===== config.mk =====
export PLATFORM = sky130hd
export DESIGN_NAME = ssr_status_irq
export DESIGN_NICKNAME = d
export VERILOG_FILES = /design/src/hw/ssr_pkg.sv /design/src/hw/ssr_fifo_mem.sv /design/src/hw/ssr_sync.sv /design/src/hw/ssr_status_irq.sv
export SDC_FILE = /design/constraint.sdc
export NUM_CORES = 1
export LEC_CHECK = 0
export BUFFER_PORTS_ARGS = -buffer_cell sky130_fd_sc_hd__clkbuf_2
export CAP_MARGIN = 20
export CORE_MARGIN = 5
export CORE_UTILIZATION = 46
export DETAILED_ROUTE_END_ITERATION = 8
export MAX_ROUTING_LAYER = met4
export PLACE_DENSITY = 0.7
export SYNTH_ARGS = -nofsm -noshare
export SYNTH_HDL_FRONTEND = slang
export SYNTH_SLANG_ARGS = --single-unit

===== constraint.sdc =====
create_clock -name clk_sys -period 6.2 [get_ports clk_sys]
set_input_delay 0.93 -clock clk_sys [delete_from_list [all_inputs] [get_ports clk_sys]]
set_output_delay 0.93 -clock clk_sys [all_outputs]
set_load 0.01 [all_outputs]

===== src/hw/ssr_pkg.sv =====
// Shared constants of the serial port status, prescale and interrupt block.
// Assumes a 125 MHz system clock and a word-aligned register port.

package ssr_pkg;

  // ----------------------------------------------------------------------
  // Register offsets
  // ----------------------------------------------------------------------
  localparam logic [11:0] OFS_DATA = 12'h008;
  localparam logic [11:0] OFS_STATUS = 12'h00C;
  localparam logic [11:0] OFS_PRESCALE = 12'h010;
  localparam logic [11:0] OFS_MASK = 12'h014;
  localparam logic [11:0] OFS_RAW = 12'h018;
  localparam logic [11:0] OFS_MASKED = 12'h01C;
  localparam logic [11:0] OFS_CLEAR = 12'h020;

  // ----------------------------------------------------------------------
  // Field positions
  // ----------------------------------------------------------------------
  localparam int ST_BUSY = 4;
  localparam int ST_RX_FULL = 3;
  localparam int ST_RX_NONEMPTY = 2;
  localparam int ST_TX_SPACE = 1;
  localparam int ST_TX_EMPTY = 0;
  localparam int IRQ_TX_LEVEL = 3;
  localparam int IRQ_RX_LEVEL = 2;
  localparam int IRQ_RX_TIMEOUT = 1;
  localparam int IRQ_RX_OVERRUN = 0;

  // ----------------------------------------------------------------------
  // Values after reset
  // ----------------------------------------------------------------------
  localparam logic [7:0] PRESCALE_RST = 8'h00;
  localparam logic [3:0] MASK_RST = 4'h0;
  // Idle levels of {link clock, select_n, data in}; synchronisers start here
  localparam logic [2:0] PINS_IDLE = 3'b010;

  // ----------------------------------------------------------------------
  // Timing and frame size
  // ----------------------------------------------------------------------
  localparam int CLK_PERIOD_NS = 8;
  localparam int RX_TIMEOUT_NS = 5120;
  localparam int RX_TIMEOUT_CYC = (RX_TIMEOUT_NS + CLK_PERIOD_NS - 1) / CLK_PERIOD_NS;
  localparam int FRAME_BITS = 8;
  localparam int FIFO_DEPTH = 8;

  typedef enum logic [0:0] {
    LNK_IDLE = 1'b0,
    LNK_SHIFT = 1'b1
  } ssr_link_e;

endpackage : ssr_pkg


===== src/hw/ssr_fifo_mem.sv =====
// Small storage array for one FIFO, with registered read data.
// Assumes the caller keeps pointers and counts and never writes when full.

module ssr_fifo_mem #(
  parameter int WIDTH = 8,
  parameter int DEPTH = 8
) (
  input wire logic clk_sys,
  input wire logic arst_n,
  input wire logic wr_en,
  input wire logic [$clog2(DEPTH)-1:0] wr_addr,
  input wire logic [WIDTH-1:0] wr_data,
  input wire logic [$clog2(DEPTH)-1:0] rd_addr,
  output logic [WIDTH-1:0] rd_data
);

  logic [WIDTH-1:0] mem_r [DEPTH];
  logic [WIDTH-1:0] q_r;

  // ----------------------------------------------------------------------
  // Array write and registered read
  // ----------------------------------------------------------------------
  // The array carries no reset, so it maps onto plain storage
  always_ff @(posedge clk_sys) begin
    if (wr_en) begin
      mem_r[wr_addr] <= wr_data;
    end
  end

  // Read port follows the next read pointer so the head is valid at once
  always_ff @(posedge clk_sys or negedge arst_n) begin
    if (!arst_n) begin
      q_r <= '0;
    end else begin
      q_r <= mem_r[rd_addr];
    end
  end

  assign rd_data = q_r;

endmodule : ssr_fifo_mem


===== src/hw/ssr_sync.sv =====
// Two flip-flop synchroniser for a group of slow pin levels.
// Assumes each bit is a level that stays put for several system clocks.

module ssr_sync #(
  parameter int WIDTH = 3,
  parameter logic [WIDTH-1:0] RST_VAL = '0
) (
  input wire logic clk_sys,
  input wire logic arst_n,
  input wire logic [WIDTH-1:0] async_in,
  output logic [WIDTH-1:0] sync_out
);

  typedef struct packed {
    logic [WIDTH-1:0] meta;
    logic [WIDTH-1:0] stable;
  } ssr_sync_s;

  ssr_sync_s st_r;
  ssr_sync_s st_nxt;

  // ----------------------------------------------------------------------
  // Two stages
  // ----------------------------------------------------------------------
  // First stage feeds only the second stage
  always_comb begin
    st_nxt = st_r;
    st_nxt.meta = async_in;
    st_nxt.stable = st_r.meta;
  end

  always_ff @(posedge clk_sys or negedge arst_n) begin
    if (!arst_n) begin
      // Start at the pins' idle levels, else a false select follows reset
      st_r <= {RST_VAL, RST_VAL};
    end else begin
      st_r <= st_nxt;
    end
  end

  assign sync_out = st_r.stable;

endmodule : ssr_sync


===== src/hw/ssr_status_irq.sv =====
// Status, prescaler and interrupt logic of a synchronous serial port,
// with its FIFOs and a minimal frame shifter that face a sampled link.
// Assumes a single-cycle register port and a link clock far slower than clk_sys.

module ssr_status_irq #(
  parameter int DEPTH = ssr_pkg::FIFO_DEPTH,
  parameter int TIMEOUT_CYC = ssr_pkg::RX_TIMEOUT_CYC
) (
  input wire logic clk_sys,
  input wire logic arst_n,
  input wire logic [11:0] bus_addr,
  input wire logic [31:0] bus_wdata,
  input wire logic bus_wr,
  input wire logic bus_rd,
  output logic [31:0] bus_rdata,
  output logic irq_out,
  input wire logic link_clk_in,
  input wire logic link_sel_n_in,
  input wire logic link_mosi_in,
  output logic link_miso_out,
  output logic link_miso_oe,
  output logic bit_rate_tick
);

  localparam int PW = $clog2(DEPTH);
  localparam int CW = PW + 1;
  localparam int TW = $clog2(TIMEOUT_CYC + 1);
  localparam int FB = ssr_pkg::FRAME_BITS;

  typedef struct packed {
    ssr_pkg::ssr_link_e link;
    logic clk_d;
    logic [2:0] bit_cnt;
    logic [FB-1:0] tx_sh;
    logic [FB-1:0] rx_sh;
    logic load_pend;
    logic [PW-1:0] tx_wptr;
    logic [PW-1:0] tx_rptr;
    logic [CW-1:0] tx_cnt;
    logic tx_pend;
    logic [PW-1:0] rx_wptr;
    logic [PW-1:0] rx_rptr;
    logic [CW-1:0] rx_cnt;
    logic rx_pend;
    logic [7:0] prescale;
    logic [7:0] pre_cnt;
    logic tick;
    logic [3:0] mask;
    logic rt_latch;
    logic ror_latch;
    logic [TW-1:0] to_cnt;
    logic miso;
    logic miso_oe;
    logic irq;
    logic [31:0] rdata;
  } ssr_state_s;

  ssr_state_s st_r;
  ssr_state_s st_nxt;

  logic [2:0] pins_s;
  logic clk_s;
  logic sel_s;
  logic mosi_s;
  logic [FB-1:0] tx_q;
  logic [FB-1:0] rx_q;
  logic tx_we;
  logic rx_we;
  logic [FB-1:0] rx_wdata;
  logic [CW-1:0] tx_occ;
  logic [CW-1:0] rx_occ;
  logic [4:0] status_cur;
  logic [3:0] raw_cur;
  logic [3:0] masked_cur;
  logic byte_done;
  logic ovr_event;
  logic rt_event;
  logic tx_pop;
  logic rx_pop;

  // Decoding shared by reads, writes and checks
  function automatic logic hit(input logic [11:0] addr, input logic [11:0] ofs);
    hit = (addr == ofs);
  endfunction : hit

  // ----------------------------------------------------------------------
  // Link pin synchronisers and FIFO storage
  // ----------------------------------------------------------------------
  ssr_sync #(.WIDTH(3), .RST_VAL(ssr_pkg::PINS_IDLE)) u_sync (
    .clk_sys(clk_sys),
    .arst_n(arst_n),
    .async_in({link_clk_in, link_sel_n_in, link_mosi_in}),
    .sync_out(pins_s)
  );

  assign clk_s = pins_s[2];
  assign sel_s = ~pins_s[1];
  assign mosi_s = pins_s[0];

  ssr_fifo_mem #(.WIDTH(FB), .DEPTH(DEPTH)) u_tx_mem (
    .clk_sys(clk_sys),
    .arst_n(arst_n),
    .wr_en(tx_we),
    .wr_addr(st_r.tx_wptr),
    .wr_data(bus_wdata[FB-1:0]),
    .rd_addr(st_nxt.tx_rptr),
    .rd_data(tx_q)
  );

  ssr_fifo_mem #(.WIDTH(FB), .DEPTH(DEPTH)) u_rx_mem (
    .clk_sys(clk_sys),
    .arst_n(arst_n),
    .wr_en(rx_we),
    .wr_addr(st_r.rx_wptr),
    .wr_data(rx_wdata),
    .rd_addr(st_nxt.rx_rptr),
    .rd_data(rx_q)
  );

  // ----------------------------------------------------------------------
  // Status views of the current state
  // ----------------------------------------------------------------------
  // A receive push becomes visible one cycle late so the registered head is valid
  always_comb begin
    tx_occ = st_r.tx_cnt + CW'(st_r.tx_pend);
    rx_occ = st_r.rx_cnt + CW'(st_r.rx_pend);
    status_cur = '0;
    status_cur[ssr_pkg::ST_BUSY] = (st_r.link == ssr_pkg::LNK_SHIFT) || (tx_occ != '0);
    status_cur[ssr_pkg::ST_RX_FULL] = (st_r.rx_cnt == CW'(DEPTH));
    status_cur[ssr_pkg::ST_RX_NONEMPTY] = (st_r.rx_cnt != '0);
    status_cur[ssr_pkg::ST_TX_SPACE] = (tx_occ != CW'(DEPTH));
    status_cur[ssr_pkg::ST_TX_EMPTY] = (tx_occ == '0);
    raw_cur = '0;
    raw_cur[ssr_pkg::IRQ_TX_LEVEL] = (tx_occ <= CW'(DEPTH / 2));
    raw_cur[ssr_pkg::IRQ_RX_LEVEL] = (st_r.rx_cnt >= CW'(DEPTH / 2));
    raw_cur[ssr_pkg::IRQ_RX_TIMEOUT] = st_r.rt_latch;
    raw_cur[ssr_pkg::IRQ_RX_OVERRUN] = st_r.ror_latch;
    masked_cur = raw_cur & st_r.mask;
  end

  // ----------------------------------------------------------------------
  // Next state: link shifter, FIFOs, registers, interrupt
  // ----------------------------------------------------------------------
  always_comb begin
    st_nxt = st_r;
    st_nxt.tick = 1'b0;
    st_nxt.rdata = '0;
    st_nxt.clk_d = clk_s;
    tx_pop = 1'b0;
    rx_pop = bus_rd && hit(bus_addr, ssr_pkg::OFS_DATA) && (st_r.rx_cnt != '0);
    tx_we = bus_wr && hit(bus_addr, ssr_pkg::OFS_DATA) && (tx_occ != CW'(DEPTH));
    byte_done = 1'b0;
    rx_wdata = {st_r.rx_sh[FB-2:0], mosi_s};

    // Frame shifter, receive on rising edge, drive on falling edge
    unique case (st_r.link)
      ssr_pkg::LNK_IDLE: begin
        if (sel_s) begin
          st_nxt.link = ssr_pkg::LNK_SHIFT;
          st_nxt.bit_cnt = '0;
          st_nxt.load_pend = 1'b0;
          tx_pop = (st_r.tx_cnt != '0);
          st_nxt.tx_sh = tx_pop ? tx_q : '0;
          st_nxt.miso = st_nxt.tx_sh[FB-1];
          st_nxt.miso_oe = 1'b1;
        end
      end
      ssr_pkg::LNK_SHIFT: begin
        if (!sel_s) begin
          // A partial byte at the end of a frame is dropped
          st_nxt.link = ssr_pkg::LNK_IDLE;
          st_nxt.miso = 1'b0;
          st_nxt.miso_oe = 1'b0;
        end else if (clk_s && !st_r.clk_d) begin
          st_nxt.rx_sh = rx_wdata;
          st_nxt.bit_cnt = st_r.bit_cnt + 3'h1;
          byte_done = (st_r.bit_cnt == 3'(FB - 1));
          st_nxt.load_pend = byte_done;
        end else if (!clk_s && st_r.clk_d) begin
          if (st_r.load_pend) begin
            tx_pop = (st_r.tx_cnt != '0);
            st_nxt.tx_sh = tx_pop ? tx_q : '0;
            st_nxt.load_pend = 1'b0;
          end else begin
            st_nxt.tx_sh = {st_r.tx_sh[FB-2:0], 1'b0};
          end
          st_nxt.miso = st_nxt.tx_sh[FB-1];
        end
      end
    endcase

    // Receive push, or overrun when no room is left
    ovr_event = byte_done && (rx_occ == CW'(DEPTH));
    rx_we = byte_done && !ovr_event;

    // Pointers and counts
    st_nxt.tx_wptr = st_r.tx_wptr + PW'(tx_we);
    st_nxt.tx_rptr = st_r.tx_rptr + PW'(tx_pop);
    st_nxt.tx_cnt = st_r.tx_cnt + CW'(st_r.tx_pend) - CW'(tx_pop);
    st_nxt.tx_pend = tx_we;
    st_nxt.rx_wptr = st_r.rx_wptr + PW'(rx_we);
    st_nxt.rx_rptr = st_r.rx_rptr + PW'(rx_pop);
    st_nxt.rx_cnt = st_r.rx_cnt + CW'(st_r.rx_pend) - CW'(rx_pop);
    st_nxt.rx_pend = rx_we;

    // Receive time-out: idle link with data left waiting
    rt_event = 1'b0;
    if ((st_r.rx_cnt == '0) || (st_r.link == ssr_pkg::LNK_SHIFT) || rx_pop) begin
      st_nxt.to_cnt = '0;
    end else if (st_r.to_cnt != TW'(TIMEOUT_CYC)) begin
      st_nxt.to_cnt = st_r.to_cnt + TW'(1);
      rt_event = (st_r.to_cnt == TW'(TIMEOUT_CYC - 1));
    end

    // Register writes; raw and masked status take none
    if (bus_wr && hit(bus_addr, ssr_pkg::OFS_PRESCALE)) begin
      st_nxt.prescale = {bus_wdata[7:1], 1'b0};
      st_nxt.pre_cnt = '0;
    end
    if (bus_wr && hit(bus_addr, ssr_pkg::OFS_MASK)) begin
      st_nxt.mask = bus_wdata[3:0];
    end

    // Latched error sources; a new event wins over a clear
    st_nxt.rt_latch = rt_event || (st_r.rt_latch && !(bus_wr && hit(bus_addr,
      ssr_pkg::OFS_CLEAR) && bus_wdata[ssr_pkg::IRQ_RX_TIMEOUT]));
    st_nxt.ror_latch = ovr_event || (st_r.ror_latch && !(bus_wr && hit(bus_addr,
      ssr_pkg::OFS_CLEAR) && bus_wdata[ssr_pkg::IRQ_RX_OVERRUN]));

    // Bit-rate prescaler; divisors below two leave it stopped
    if (st_r.prescale >= 8'h02) begin
      if (st_r.pre_cnt >= st_r.prescale - 8'h01) begin
        st_nxt.pre_cnt = '0;
        st_nxt.tick = 1'b1;
      end else begin
        st_nxt.pre_cnt = st_r.pre_cnt + 8'h01;
      end
    end

    // Read data stand only in the cycle after the strobe
    if (bus_rd) begin
      unique case (1'b1)
        hit(bus_addr, ssr_pkg::OFS_DATA): begin
          st_nxt.rdata = rx_pop ? {24'h000000, rx_q} : 32'h00000000;
        end
        hit(bus_addr, ssr_pkg::OFS_STATUS): st_nxt.rdata = {27'h0000000, status_cur};
        hit(bus_addr, ssr_pkg::OFS_PRESCALE): st_nxt.rdata = {24'h000000, st_r.prescale};
        hit(bus_addr, ssr_pkg::OFS_MASK): st_nxt.rdata = {28'h0000000, st_r.mask};
        hit(bus_addr, ssr_pkg::OFS_RAW): st_nxt.rdata = {28'h0000000, raw_cur};
        hit(bus_addr, ssr_pkg::OFS_MASKED): st_nxt.rdata = {28'h0000000, masked_cur};
        default: st_nxt.rdata = 32'h00000000;
      endcase
    end

    // Interrupt from the state about to be registered
    st_nxt.irq = ((st_nxt.tx_cnt + CW'(st_nxt.tx_pend)) <= CW'(DEPTH / 2)) &&
      st_nxt.mask[ssr_pkg::IRQ_TX_LEVEL];
    st_nxt.irq = st_nxt.irq || ((st_nxt.rx_cnt >= CW'(DEPTH / 2)) &&
      st_nxt.mask[ssr_pkg::IRQ_RX_LEVEL]);
    st_nxt.irq = st_nxt.irq || (st_nxt.rt_latch && st_nxt.mask[ssr_pkg::IRQ_RX_TIMEOUT]) ||
      (st_nxt.ror_latch && st_nxt.mask[ssr_pkg::IRQ_RX_OVERRUN]);
  end

  // ----------------------------------------------------------------------
  // State register
  // ----------------------------------------------------------------------
  always_ff @(posedge clk_sys or negedge arst_n) begin
    if (!arst_n) begin
      st_r <= '0;
      st_r.prescale <= ssr_pkg::PRESCALE_RST;
      st_r.mask <= ssr_pkg::MASK_RST;
    end else begin
      st_r <= st_nxt;
    end
  end

  // Outputs come straight from the state register
  assign bus_rdata = st_r.rdata;
  assign irq_out = st_r.irq;
  assign link_miso_out = st_r.miso;
  assign link_miso_oe = st_r.miso_oe;
  assign bit_rate_tick = st_r.tick;
endmodule : ssr_status_irq


# [Word-level counts from Yosys, hierarchy flattened]
# Memory sizes are Yosys's and may differ from the RTL's. A register that Yosys moved wholly into a read port is not among the register bits.
# Cells that the tools add are included.
[word_totals] input_bits=51 register_bits=116 n_memories=2 wordCells=165 out_inout_bits=36 ram_bits=128
[mem_list] name="u_rx_mem.mem_r" words=8 word_bits=8 read_ports=1 rd_clocked_by_memory_dff=1 wr=1 line="ssr_fifo_mem.sv:17" rtl="logic [WIDTH-1:0] mem_r [DEPTH];"
[mem_list] name="u_tx_mem.mem_r" words=8 word_bits=8 read_ports=1 rd_clocked_by_memory_dff=1 wr=1 line="ssr_fifo_mem.sv:17"
[classes] reduce_logical=47 mux=45 n_bitwise=3 magnitude_cmp=6 n_eq_ne=22 addsub=13
[ops] operator="$mux 8" n=9
[ops] operator="$eq 12x5->1 const B" n=4
[ops] operator="$pmux 8 s6" n=1
[ops] operator="$eq 12x4->1 const B" n=2
[ops] operator="$mux 1" n=23
[ops] operator="$pmux 11 s2" n=1
[ops] operator="$mux 10" n=2
[ops] operator="$mux 20" n=1
[ops] operator="$logic_and 1x1->1" n=19
[ops] operator="$add 3x1->3" n=4
[ops] operator="$add 4x1->4" n=3
[ops] operator="$eq 12x6->1 const B" n=1
[ops] operator="$reduce_and 3->1" n=4
[ops] operator="$reduce_bool 4->1" n=3
[ops] operator="$mux 11" n=1
[ops] operator="$add 10x1->10 const B" n=1
[ops] operator="$eq 10x10->1 const B" n=1
[ops] operator="$ne 10x10->1 const B" n=1
[ops] operator="$mux 9" n=1
[ops] operator="$add 8x1->8 const B" n=1
[ops] operator="$eq 4x4->1 const B" n=2
[ops] operator="$ge 4x3->1 const B" n=2
[ops] operator="$ge 8x2->1 const B" n=1
[ops] operator="$ge 8x8->1" n=1
[ops] operator="23 further kinds" n=47

# [Logic depth before layout (Yosys ltp)]
[depth] ltp_word=13 ltp_mapped=12 depth_no_buf=12

# [By module]
# From an unflattened synthesis, not the netlist that was laid out.
[hier_totals] hier_cells=665 area_unflattened_um2=10239.8
[by_module_without_submodules] mod="ssr_fifo_mem" area_each_um2=2731.4 seq_area_each_um2=2122.0 cells_per_inst=114 instances=2
[by_module_without_submodules] mod="ssr_status_irq" area_each_um2=4624.4 seq_area_each_um2=2127.0 cells_per_inst=431 instances=1
[by_module_without_submodules] mod="ssr_sync" area_each_um2=152.6 seq_area_each_um2=152.6 cells_per_inst=6 instances=1

# [Worst setup path after synthesis]
# No wires, ideal clock.
[synth_path] path_kind="input port to flip-flop" from="input bus_addr[7]" to="register u_rx_mem.q_r[0] (netlist: u_rx_mem.rd_data[0]), read port of u_rx_mem.mem_r" n_path_buf=2 path_stages=9 t_arrival_ns=3.395 required_ns=6.075 setup_time_ns=0.125 slack_ns=2.680 cell_sequence="nor4_4 nand3_1 nor3_2 ha_1 ha_1 buf_1 clkbuf_1 mux4_2 mux2_2"
[synth_lines] item="start: declaration" line="ssr_status_irq.sv:11" rtl="input wire logic [11:0] bus_addr,"
[synth_lines] item="end: declaration" line="ssr_fifo_mem.sv:18" rtl="logic [WIDTH-1:0] q_r;"

==> metrics.cfg <==
[run_status]
status=finished, final reports clean

[worst_setup_path]
worstSetupPathType=input port to flip-flop
cp_max_fo=13
critPathLaunch=bus_addr[3]
r2r_start=st_r[80]
reg2reg_to=u_tx_mem.mem_r[1][4]
cp-start-kind=input port
endpoint_kind=flip-flop
rrSetupSlack_ps=3100
cp.arrival_ps=3890
endpoint=u_rx_mem.rd_data[5]
required_ps=6590
worst-r2r-cell-count=8

[sta]
slew_viol_final=0
rsz0062_at_grt=false
finalHoldViolations=0
fin_worst_skew_ps=7.07
slew_headroom=0.257
fmax_ghz=0.286
setup_violations=0
setup_tns_ps=0
min_period_ps=3500
tightest_slew_ps=1110
period_share=0.564

[global_routing]
first_global_vias=5622
overflow=0
antenna_found_initial=0
gr-usage-all-layers=0.158
grt_start_max_net_pins=64
grt_pass1_wl_um=30200

[synthesis]
syn_area_per_cell_um2=14.9
synth_area_leaders=edfxtp_1 (38%), dfrtp_1 (26%), mux4_2 (7.1%)
synth.top_cell.area_share=0.381
postSynthCellCount=679
synth_ff_type=edfxtp_1
synth.distinct_cells=57
synth_area_leader_cell=edfxtp_1
syn_area_um2=10100
yosys_register_bits=235
synth_warnings=0
synth_edf_count=128
seq_area_frac_synth=0.646
synth_async_sr_flop_share=0.455

[power]
p_seq_frac=0.472
internal-power_uw=2990
power_frac_comb=0.155
max-vdd-ir-drop_mv=0.395
p_leak_uw=0.00442
p_clk_frac=0.373
switching_share=0.247
p_switching_uw=978
power_density_nw_per_um2=350

[die]
start_util=0.466
fp.dieW_um=158
core_area_um2=21700
die_y_um=158
die_area_um2=25000
num_rows=54
io_pins=87

[detailed_routing]
drcViolationCount=0
drtIter0Drc=356
vias=5460
wirelength_um=18800
drt_first_pass_iters=5
via_per_inst=5.33
routedWlPerCell_um=18.3
ant_nets=0

[place]
routabilityCongestion=0.828
dp_hpwl_um=13000
port_buffers=38

[cells_and_area]
postLayoutCoreUtil=0.522
antenna_cells=0
layout.nets=812
syn2layout_area_growth_pct=12.1
drive_gt1_frac=0.219

[clocking]
ctsHoldBuffers=0
clk_latency_ps=510
cts_setup_buffers=0
ctsHtreeMaxLevel=1
cts_resized=0
clock_sinks=235
cts_buffers=25
cts_tree=yes
path_clk_slew_ps=60
clockRootBuffer=clkbuf_16
clock_path_buffers=3

[worst_hold_path]
hold_path_class=flip-flop to flip-flop

[job]
drv_cap=0

synthesized netlist by cell type (3+ instances only):
| library cell | n |
|---|---|
| edfxtp_1 | 128 |
| dfrtp_1 | 105 |
| nor2_1 | 52 |
| ha_1 | 35 |
| mux2_2 | 34 |
| buf_4 | 32 |
| mux4_2 | 32 |
| nand2_1 | 30 |
| inv_1 | 22 |
| nand3_1 | 20 |
| a21oi_1 | 18 |
| xor2_1 | 18 |
| o21ai_0 | 16 |
| a22oi_1 | 15 |
| nor3_1 | 13 |
| nand2b_1 | 11 |
| xnor2_1 | 11 |
| nand4_1 | 9 |
| buf_2 | 7 |
| clkbuf_1 | 6 |
| nor2b_1 | 5 |
| o211ai_1 | 5 |
| o31ai_1 | 4 |
| mux2i_1 | 3 |
| or4_1 | 3 |
cells in the final DEF, fill, tap and decap left out, types with 20 or more instances in the layout:
cell / count
conb_1: 24
nand2_1: 30
edfxtp_1: 128
inv_1: 22
mux2_2: 34
dfrtp_1: 105
nor2_1: 52
nand3_1: 20
mux4_2: 32
clkbuf_2: 38
clkbuf_16: 25
ha_1: 35
through the flow:
step | setup WS, ps | total power (uW) | hold WS [ps] | cell area (um2) | instances
2_1_floorplan | 2680 | 2330 | 331 | 10200 | 702
3_3_place_gp | 2080 | 2460 | 339 | 10400 | 975
3_5_place_dp | 2020 | 2500 | 340 | 10400 | 976
4_1_cts | 2570 | 3990 | 354 | 11300 | 1022
5_1_grt | 2540 | 4160 | 363 | 11300 | 1025
6_report | 2700 | 3970 | 350 | 11300 | 1025
routing by layer:
layer / up-vias / wire, um / GRT usage
met2: 115 / 10000 / 0.277
met3: 37 / 802 / 0.0230
met1: 2729 / 7430 / 0.193
met5: - / 0 / -
met4: 0 / 520 / 0.0422
li1: 2579 / - / -
power groups by stage:
stage | registers [uW] | clock network [uW] | logic [uW]
after global placement | 1890 | 0 | 566
final | 1870 | 1480 | 616
after detailed placement | 1910 | 0 | 593
after floorplan | 1870 | 0 | 458
after CTS | 1880 | 1510 | 601
after global routing | 1890 | 1580 | 687
registers in the layout, indices dropped and copies added, names as in the netlist, 2 cells and up:
signal            count
u_tx_mem.rd_data      8
rx_wdata              7
bus_rdata             8
u_rx_mem.rd_data      8
u_tx_mem.mem_r       64
u_rx_mem.mem_r       64
st_r                 64
u_sync.sync_out       3
raw_cur               2
u_sync.st_nxt         3
worst min path at each step:
stage | slack (ps) | endpoint | cells past startpoint | startpoint
after global routing | 360 | u_sync.sync_out[1] | 0 | u_sync.st_nxt[1]
after global placement | 340 | u_sync.sync_out[2] | 0 | u_sync.st_nxt[2]
after detailed placement | 340 | u_sync.sync_out[0] | 0 | u_sync.st_nxt[0]
final | 350 | u_sync.sync_out[0] | 0 | u_sync.st_nxt[0]
after floorplan | 330 | u_sync.sync_out[0] | 0 | u_sync.st_nxt[0]
after CTS | 350 | u_sync.sync_out[0] | 0 | u_sync.st_nxt[0]
critical path, stage by stage:
cell	delay (ps)
clkbuf_2	280
nor2b_1	340
nand3_1	150
nor3_2	470
ha_1	270
ha_1	160
xor2_1	820
mux2_2	440
logic make-up (layout without fill, tap and decap cells):
logic type / count (synthesis) / count (layout) / share of synthesized area
DFF: 235 / 235 / 0.646
muxes: 69 / 69 / 0.112
other: 1 / 24 / 0.000371
AOI/OAI and AO/OA: 74 / 74 / 0.0476
xor gates and xnor gates: 29 / 29 / 0.0252
buffers and inverters: 71 / 114 / 0.0393
adders and majority gates: 35 / 35 / 0.0434
and+or+nand+nor: 165 / 165 / 0.0860
area by class of cell:
| type | count | area, um2 |
|---|---|---|
| fillers | 1757 | 10400 |
| flip-flops and latches | 235 | 6520 |
| multi-input cells | 396 | 3260 |
| clock buffers | 33 | 686 |
| well taps | 280 | 350 |
| repair buffers | 45 | 268 |
| clock inverters | 13 | 144 |
| inverters | 23 | 86.3 |
Power figures use the tool's default switching activity.
